--- src/hdl/pder_pkg.sv ---
// Purpose: shared constants and types for the diagnostic error reporter
// Assumes: one 100 MHz clock, synchronous active-low reset
// Notes:   error codes, field positions and phase encodings live here
`default_nettype none
package pder_pkg;
  localparam logic [9:0] PDER_CODE_READY   = 10'h1E7;
  localparam logic [9:0] PDER_CODE_DEFECT  = 10'h1F4;
  localparam logic [9:0] PDER_CODE_OVERV   = 10'h1EA;
  localparam logic [9:0] PDER_CODE_FIELD   = 10'h1EB;
  localparam logic [9:0] PDER_CODE_UNDERV  = 10'h1EC;
  localparam logic [9:0] PDER_CODE_OFFSET  = 10'h1ED;
  // Detail bit positions in the 20-bit mode low field
  localparam int unsigned PDER_DET_ROT_BIT  = 0;
  localparam int unsigned PDER_DET_OTP_BIT  = 2;
  localparam int unsigned PDER_DET_HALL_BIT = 3;
  // Code field position in the 16-bit data word
  localparam int unsigned PDER_CODE_LSB_HI  = 6;
  // Signature register constants, frame counter and slot timer resets
  localparam logic [7:0] PDER_MISR_POLY     = 8'h1D;
  localparam logic [7:0] PDER_MISR_RESET    = 8'h00;
  localparam logic [4:0] PDER_OTP_FIRST     = 5'h01;
  localparam logic [4:0] PDER_OTP_LAST      = 5'h1F;
  localparam logic [2:0] PDER_FCNT_RESET    = 3'h0;
  localparam logic [15:0] PDER_SLOT_RESET   = 16'h0000;

  typedef enum logic [1:0] {
    PDER_PH_INIT1,
    PDER_PH_INIT2,
    PDER_PH_INIT3,
    PDER_PH_RUN
  } pder_phase_t;

  typedef enum logic [1:0] {
    PDER_FM_10,
    PDER_FM_16,
    PDER_FM_20
  } pder_fmode_t;

  // Diagnostic flags from the analog and digital sections
  typedef struct packed {
    logic watchdog_fail;
    logic core_uv;
    logic por_uv;
    logic rev_pol;
    logic offset_fail;
    logic field_range;
    logic supply_ov;
    logic supply_uv;
    logic rot_overflow;
    logic hall_break;
    logic channel_break;
  } pder_diag_t;

  // Frame content handed to the frame serializer
  typedef struct packed {
    logic [2:0]  count;
    logic        error;
    logic [15:0] data;
  } pder_frame_t;
endpackage : pder_pkg
`default_nettype wire

--- src/hdl/pder_misr.sv ---
// Purpose: signature register over the OTP bytes
// Assumes: one byte per valid strobe, addresses in ascending order
// Notes:   check result held until the next start
`default_nettype none
module pder_misr
  import pder_pkg::*;
(
  input  wire logic       clk,
  input  wire logic       rst_n,
  input  wire logic       start,
  input  wire logic       byte_valid,
  input  wire logic [4:0] byte_addr,
  input  wire logic [7:0] byte_data,
  input  wire logic [7:0] expected,
  output logic            done,
  output logic            fail
);
  logic [7:0] sig_reg;
  logic [7:0] sig_next;
  logic       done_reg;
  logic       fail_reg;
  wire  logic in_range;
  wire  logic last_byte;
  wire  logic [7:0] shifted;
  wire  logic [7:0] mixed;

  // Shift, fold in byte, reduce when the old top bit was set
  assign shifted   = {sig_reg[6:0], 1'b0};
  assign mixed     = shifted ^ byte_data;
  assign sig_next  = sig_reg[7] ? (mixed ^ PDER_MISR_POLY) : mixed; // RULE17
  assign in_range  = byte_valid && !done_reg &&
                     byte_addr >= PDER_OTP_FIRST; // RULE17
  assign last_byte = in_range && byte_addr == PDER_OTP_LAST;
  assign done      = done_reg;
  assign fail      = fail_reg;

  // Restart on start; verdict latched with the last byte
  always_ff @(posedge clk) begin
    if (!rst_n || start) begin
      sig_reg  <= PDER_MISR_RESET;
      done_reg <= 1'b0;
      fail_reg <= 1'b0;
    end else if (in_range) begin
      sig_reg <= sig_next;
      if (last_byte) begin
        done_reg <= 1'b1;
        fail_reg <= sig_next != expected;
      end
    end
  end
endmodule // pder_misr
`default_nettype wire

--- src/hdl/pder_top.sv ---
// Purpose: PSI5 fault reporting: code selection, forced low, sync slot
// Assumes: flags synchronous to CLK; serializer outside consumes frames
// Notes:   one code per frame, chosen by a fixed priority
// Operation
// RULE1 - ECU starts each universal-bus period with a voltage sync pulse.
// RULE2 - After sync, wait configured shift, then start frame in own slot.
// RULE3 - Watchdog failure forces line drive low, no frames sent.
// RULE4 - Core supply undervoltage holds line drive low.
// RULE5 - Supply below power-on threshold holds line drive low.
// RULE6 - Run mode field out of range sends 0x1EB while flagged.
// RULE7 - Run mode supply overvoltage sends 0x1EA while flagged.
// RULE8 - Run mode supply undervoltage sends 0x1EC while flagged.
// RULE9 - Offset, field, supply and polarity faults recover when cleared.
// RULE10 - OTP checksum fail sends defect code from phase III until power off.
// RULE11 - Errors in phases I/II are masked, reported as defect in phase III.
// RULE12 - Run mode internal errors latch defect code until ECU reset.
// RULE13 - 20/16-bit modes: defect code in A15..A6, error bit set.
// RULE14 - Frame counter bits keep counting while errors are reported.
// RULE15 - 20-bit mode detail bits: A0 rotation, A2 OTP, A3 Hall.
// RULE16 - Hall break check can be removed by build option.
// RULE17 - OTP signature: shift left, XOR byte, XOR 29 if old MSB set.
// RULE18 - Supply and field faults not reported in phase III, only in run.
// RULE19 - 10/16-bit modes: codes in A9..A0, error bit set where present.
// RULE20 - Reverse polarity holds line drive low until corrected.
// RULE21 - Priority: forced low, then latched defect, then specific codes.
`default_nettype none
module pder_top
  import pder_pkg::*;
#(
  parameter bit HALL_CHECK_EN = 1'b1
)
(
  input  wire logic        CLK,
  input  wire logic        RST_N,
  input  wire pder_phase_t PHASE,
  input  wire pder_fmode_t FRAME_MODE,
  input  wire logic        SYNC_MODE,
  input  wire logic        SYNC_PULSE,
  input  wire logic        ASYNC_TICK,
  input  wire logic [15:0] SLOT_SHIFT,
  input  wire pder_diag_t  DIAG,
  input  wire logic [15:0] SENSOR_DATA,
  input  wire logic        OTP_START,
  input  wire logic        OTP_VALID,
  input  wire logic [4:0]  OTP_ADDR,
  input  wire logic [7:0]  OTP_DATA,
  input  wire logic [7:0]  OTP_SIGNATURE,
  input  wire logic        SER_BUSY,
  input  wire logic        SER_LINE,
  output logic             FRAME_START,
  output pder_frame_t      FRAME,
  output logic             LINE_CURRENT_DRIVE,
  output logic             DEFECT_LATCHED,
  output logic             OTP_CHECK_DONE,
  output logic             OTP_CHECK_FAIL
);
  logic              otp_done;
  logic              otp_fail;
  logic              defect_reg;
  logic              defect_next;
  logic [5:0]        detail_reg;
  logic [5:0]        detail_next;
  logic              masked_reg;
  logic              masked_next;
  logic [15:0]       wait_reg;
  logic [15:0]       wait_next;
  logic              waiting_reg;
  logic              waiting_next;
  logic [2:0]        fcnt_reg;
  logic [2:0]        fcnt_next;
  pder_frame_t       frame_reg;
  pder_frame_t       frame_next;
  logic              start_reg;
  wire  logic        force_low;
  wire  logic        run;
  wire  logic        hall_fault;
  wire  logic        internal_err;
  wire  logic        early_phase;
  wire  logic        trigger;
  wire  logic        slot_hit;
  wire  logic        send;
  wire  logic        have_code;
  wire  logic [9:0]  code;
  wire  logic [5:0]  detail_now;
  wire  logic [15:0] err_data;

  // Signature check over the OTP bytes
  pder_misr u_misr (
    .clk        (CLK),
    .rst_n      (RST_N),
    .start      (OTP_START),
    .byte_valid (OTP_VALID),
    .byte_addr  (OTP_ADDR),
    .byte_data  (OTP_DATA),
    .expected   (OTP_SIGNATURE),
    .done       (otp_done),
    .fail       (otp_fail)
  );

  // Fault classification; Hall check gated off by build option
  assign hall_fault   = HALL_CHECK_EN && DIAG.hall_break; // RULE16
  assign force_low    = DIAG.watchdog_fail || DIAG.core_uv ||
                        DIAG.por_uv || DIAG.rev_pol; // RULE3 RULE4 RULE5 RULE20
  assign run          = PHASE == PDER_PH_RUN;
  assign early_phase  = PHASE == PDER_PH_INIT1 || PHASE == PDER_PH_INIT2;
  assign internal_err = DIAG.rot_overflow || hall_fault ||
                        DIAG.channel_break || DIAG.watchdog_fail;
  assign detail_now   = {2'b00, hall_fault, otp_fail, 1'b0,
                         DIAG.rot_overflow}; // RULE15

  // Defect latch: OTP fail any time, run-mode internal errors
  assign defect_next  = defect_reg || otp_fail ||
                        (run && internal_err) ||
                        (PHASE == PDER_PH_INIT3 && masked_reg); // RULE10 RULE12
  assign detail_next  = detail_reg | ((otp_fail || run) ? detail_now : 6'h00);
  // Internal and offset errors during phases I/II only noted, shown in phase III
  assign masked_next  = masked_reg || (early_phase &&
                        (internal_err || DIAG.offset_fail)); // RULE11

  // Code choice by priority; supply/field codes only in run mode
  assign have_code = defect_reg ||
                     (run && (DIAG.offset_fail || DIAG.field_range ||
                      DIAG.supply_ov || DIAG.supply_uv)); // RULE18 RULE9
  assign code = defect_reg       ? PDER_CODE_DEFECT : // RULE21
                !run             ? PDER_CODE_READY  :
                DIAG.offset_fail ? PDER_CODE_OFFSET :
                DIAG.field_range ? PDER_CODE_FIELD  : // RULE6
                DIAG.supply_ov   ? PDER_CODE_OVERV  : // RULE7
                DIAG.supply_uv   ? PDER_CODE_UNDERV : // RULE8
                PDER_CODE_READY;

  // Code placement per frame width; 16-bit run codes sit low,
  // defect and phase III status sit high like the 20-bit layout
  assign err_data = (FRAME_MODE == PDER_FM_20) ?
                    {code, (defect_reg ? detail_reg : 6'h00)} : // RULE13
                    (FRAME_MODE == PDER_FM_16 && (defect_reg || !run)) ?
                    {code, 6'h00} : // RULE13
                    {6'h00, code}; // RULE19

  // Frame trigger: sync pulse plus slot delay, or free-running tick
  assign trigger  = SYNC_MODE ? SYNC_PULSE : ASYNC_TICK; // RULE1
  assign slot_hit = waiting_reg && wait_reg == 16'h0000;
  assign send     = slot_hit && !SER_BUSY && !force_low;
  assign waiting_next = (trigger && !force_low) ? 1'b1 :
                        send ? 1'b0 : waiting_reg;
  assign wait_next    = (trigger && !force_low) ?
                        (SYNC_MODE ? SLOT_SHIFT : 16'h0000) : // RULE2
                        (waiting_reg && wait_reg != 16'h0000) ?
                        wait_reg - 16'h0001 : wait_reg;
  assign fcnt_next    = send ? fcnt_reg + 3'h1 : fcnt_reg; // RULE14

  // Frame content; phase I/II frames keep status and count clear, ready frames keep status clear
  always_comb begin
    frame_next = frame_reg;
    if (send) begin
      if (run || PHASE == PDER_PH_INIT3) begin
        frame_next.count = fcnt_reg; // RULE14
        frame_next.error = have_code && FRAME_MODE != PDER_FM_10; // RULE13
        frame_next.data  = (have_code || !run) ? err_data : SENSOR_DATA;
      end else begin
        frame_next.count = PDER_FCNT_RESET;
        frame_next.error = 1'b0;
        frame_next.data  = SENSOR_DATA;
      end
    end
  end

  // Error state; defect holds until reset from the ECU
  always_ff @(posedge CLK) begin
    if (!RST_N) begin
      defect_reg <= 1'b0;
      detail_reg <= 6'h00;
      masked_reg <= 1'b0;
    end else begin
      defect_reg <= defect_next; // RULE12
      detail_reg <= detail_next;
      masked_reg <= masked_next;
    end
  end

  // Slot timing and frame registers
  always_ff @(posedge CLK) begin
    if (!RST_N) begin
      wait_reg    <= PDER_SLOT_RESET;
      waiting_reg <= 1'b0;
      fcnt_reg    <= PDER_FCNT_RESET;
      frame_reg   <= '0;
      start_reg   <= 1'b0;
    end else begin
      wait_reg    <= wait_next;
      waiting_reg <= waiting_next;
      fcnt_reg    <= fcnt_next;
      frame_reg   <= frame_next;
      start_reg   <= send;
    end
  end

  // Forced faults override the serializer combinationally, no lag
  assign LINE_CURRENT_DRIVE = force_low ? 1'b0 : SER_LINE; // RULE3 RULE4
  assign FRAME_START    = start_reg && !force_low; // RULE5 RULE20
  assign FRAME          = frame_reg;
  assign DEFECT_LATCHED = defect_reg;
  assign OTP_CHECK_DONE = otp_done;
  assign OTP_CHECK_FAIL = otp_fail;
endmodule // pder_top
`default_nettype wire

--- config.mk ---
export PLATFORM = sky130hd
export DESIGN_NAME = pder_top
export DESIGN_NICKNAME = d
export VERILOG_FILES = /design/src/hdl/pder_pkg.sv /design/src/hdl/pder_misr.sv /design/src/hdl/pder_top.sv
export SDC_FILE = /design/constraint.sdc
export NUM_CORES = 1
export LEC_CHECK = 0
export BUFFER_PORTS_ARGS = -buffer_cell sky130_fd_sc_hd__buf_2
export CAP_MARGIN = 20
export CORE_MARGIN = 1
export CORE_UTILIZATION = 40
export DETAILED_ROUTE_END_ITERATION = 8
export MAX_ROUTING_LAYER = met4
export PLACE_DENSITY = 0.68
export SKIP_LAST_GASP = 1
export SLEW_MARGIN = 10
export SYNTH_ARGS = -nofsm -noshare
export SYNTH_HDL_FRONTEND = slang
export SYNTH_SLANG_ARGS = --single-unit
--- constraint.sdc ---
create_clock -name CLK -period 1.9 [get_ports CLK]
set_input_delay 0.19 -clock CLK [delete_from_list [all_inputs] [get_ports CLK]]
set_output_delay 0.19 -clock CLK [all_outputs]
set_load 0.01 [all_outputs]
==> reports/qor.txt <==
detailed router's first-iteration violation count - 169
Synth cell types - 52
fmax - 493 MHz
port bufs - 101
vias in the first global route - 3044
Slew HR - 62.7%
Worst EP arrival - 2240 ps
P per Cell Area - 611 nW/um^2
FF/Latch Area - 1120 um^2
Slew Viols, Final - 0
Core Region - 7250 um^2
Nets - 603
Syn Nets - 450
DIE AREA - 7840 um^2
HPWL Detailed - 6790 um
final hold viol count - 0
fin util - 59.1%
Clock Skew - 3.85 ps
violations in the final reports - negative setup slack
Post-synth EDFFs - 0
RD Place Congestion - 0.907
unrepaired setup endpoints after global routing - yes
post-synthesis sequential area ratio - 37.4%
IO Pins - 102
Synth Flop Type - dfxtp_1
Area Overhead vs Synth - 43.1%
row count - 31
Vias - 3352
worst reg2reg startpoint - wait_reg[0]
clock sink total - 56
Async S/R FF share, synth - 0%
Final ANT Viol Nets - 0
Hold Path Class - in -> reg
Hold Buf Count CTS - 0
Yosys warning total - 0
Final Cycle Share - 107%
design area - 4290 um^2
Critical Path End Type - flip-flop
commonest non-fill, non-tap cell in the layout - buf_2
CP Launch Type - flip-flop
Chip Width - 88.6 um
total number of H-tree levels - 2
Die Y-Extent - 88.6 um
clk_lat worst skew - 310 ps
Slew @ Worst Pin - 555 ps
Post-Synthesis Cells - 371
Seq cells post-synth - 56
layout cells sized above 1 - 38.5%
clk buf depth - 2
filler cell count in the final layout - 699
Congestion Overflow GR - 0
CTS tree - done
global-route usage over all layers - 23.6%
Hold Path Depth - 3
DR top layer - met4
final setup fails - 25
Max Cap Violations - 0
Antenna diodes - 0
Avg WL per Cell - 14.7 um
worst-case reg-to-reg path depth - 9
Critical Path RT - 2110 ps
area occupied by multi-input gates - 1860 um^2
Initial Util - 41.3%
leakage power - 1.92 nW
first-pass detailed-route iteration total - 4
area post-placement - 3970 um^2
met3 wire length - 468 um
vias per cell - 5.37
WS Path Type - reg -> reg
fin crit period - 2030 ps
Peak VDD IR - 447 uV
initial antenna violation count - 0
most frequent cells in the layout - buf_2 (101), buf_4 (56), dfxtp_1 (55)
worst hold start - SLOT_SHIFT[10]
Syn Std Cell Area - 3000 um^2
Crit. Startpoint - wait_reg[0]
largest net degree at the start of global routing - 25
Post-Route WL - 9170 um
Clock transition at path regs - 100 ps
Root Driver - clkbuf_8
total CTS buffers - 5
# DRC - 0
Crit Path Max Fanout - 4
met2 wire len - 4470 um
final setup margin - -129 ps
M1 WL - 4140 um
status - finished with violations
mean post-synth cell area - 8.08 um^2
first-pass GRT wire length - 13900 um
max FFs per register - 20
[cells in the mapped netlist, types with 3 or more instances]
cell type	n	area [um^2]
nand2_1	30	113
dfxtp_1	56	1120
nor3_1	12	60.1
nor4_1	9	56.3
mux2i_1	4	40.0
a21oi_1	35	175
a31oi_1	9	56.3
nand4_1	3	18.8
nand3_1	14	70.1
a221oi_1	5	43.8
xnor2_1	14	123
nor2_1	41	154
buf_2	3	15.0
and2_1	6	37.5
a211oi_1	11	82.6
o21ai_0	17	85.1
inv_1	7	26.3
xor2_1	11	96.3
or4_1	5	37.5
nor2b_1	3	18.8
o221a_2	3	33.8
o211ai_1	6	45.0
nand2b_1	5	31.3
and3_1	5	31.3
clkbuf_1	15	56.3
o21a_1	6	45.0
a21o_1	5	37.5
or3_1	3	18.8
[kinds of logic (layout without fill, tap and decap cells)]
group / Yosys count / count (layout) / share of synthesized area (%)
multiplexers: 4 / 4 / 1.34
AO/OA/AOI/OAI: 111 / 111 / 24.3
XOR/XNOR: 25 / 25 / 7.31
adder cells (fa/ha/maj): 2 / 2 / 0.835
flip-flops: 56 / 56 / 37.4
AND/OR/NAND/NOR: 146 / 146 / 25.0
buffers and inverters: 27 / 181 / 3.88
[critical path, cell delays in order, from the launching register on]
cell     delay, ps
dfxtp_2        340
inv_2           70
ha_4           130
or3b_4         400
nor4_4         290
buf_4          170
and3_4         200
buf_6          110
o311a_4        180
nor3_2          30
[area by class of cell]
type / count / area share, %
multi-input combinational: 288 / 43.3
sequential: 56 / 26.2
timing repair buffer: 166 / 25.0
tap: 99 / 2.89
clock buffer: 5 / 1.60
inverter: 7 / 0.613
clock inverter: 3 / 0.496
[per-layer routing]
| metal | vias up | track usage, % |
|---|---|---|
| met5 | - | - |
| met4 | 0 | 4.55 |
| met3 | 12 | 4.48 |
| met2 | 113 | 39.6 |
| met1 | 1566 | 29.6 |
| li1 | 1661 | - |
[through the flow]
step / cells / setup slack, ps / setup TNS (ps) / power (mW) / hold WS, ps
after detailed placement: 604 / -146 / -2050 / 1.91 / 441
after CTS: 612 / -72.9 / -336 / 2.59 / 109
after global routing: 624 / -199 / -4000 / 2.75 / 119
after floorplan: 371 / -1.22 / -1.22 / 1.61 / 324
final: 624 / -129 / -1720 / 2.62 / 112
after global placement: 604 / -86.6 / -811 / 1.91 / 437
[final timing paths]
check | to | slack [ps]
setup / recovery | FRAME[10] | -130
hold / removal | wait_reg[10] | 110
setup reg to reg | FRAME[10] | -130
hold reg to reg | FRAME[18] | 460
[power breakdown]
group	internal (mW)	total (mW)	switching, mW
sequential	1.20	1.23	0.0228
clock	0.263	0.677	0.414
combinational	0.368	0.720	0.352
[repair_timing]
| action | CTS | global route |
|---|---|---|
| setup endpoints to repair | 22 | 36 |
| gates cloned | 0 | 1 |
| pin swaps | 5 | 12 |
| resized for setup | 6 | 23 |
| setup buffers | 0 | 11 |
Note: power is estimated with default switching activity, not from simulation.
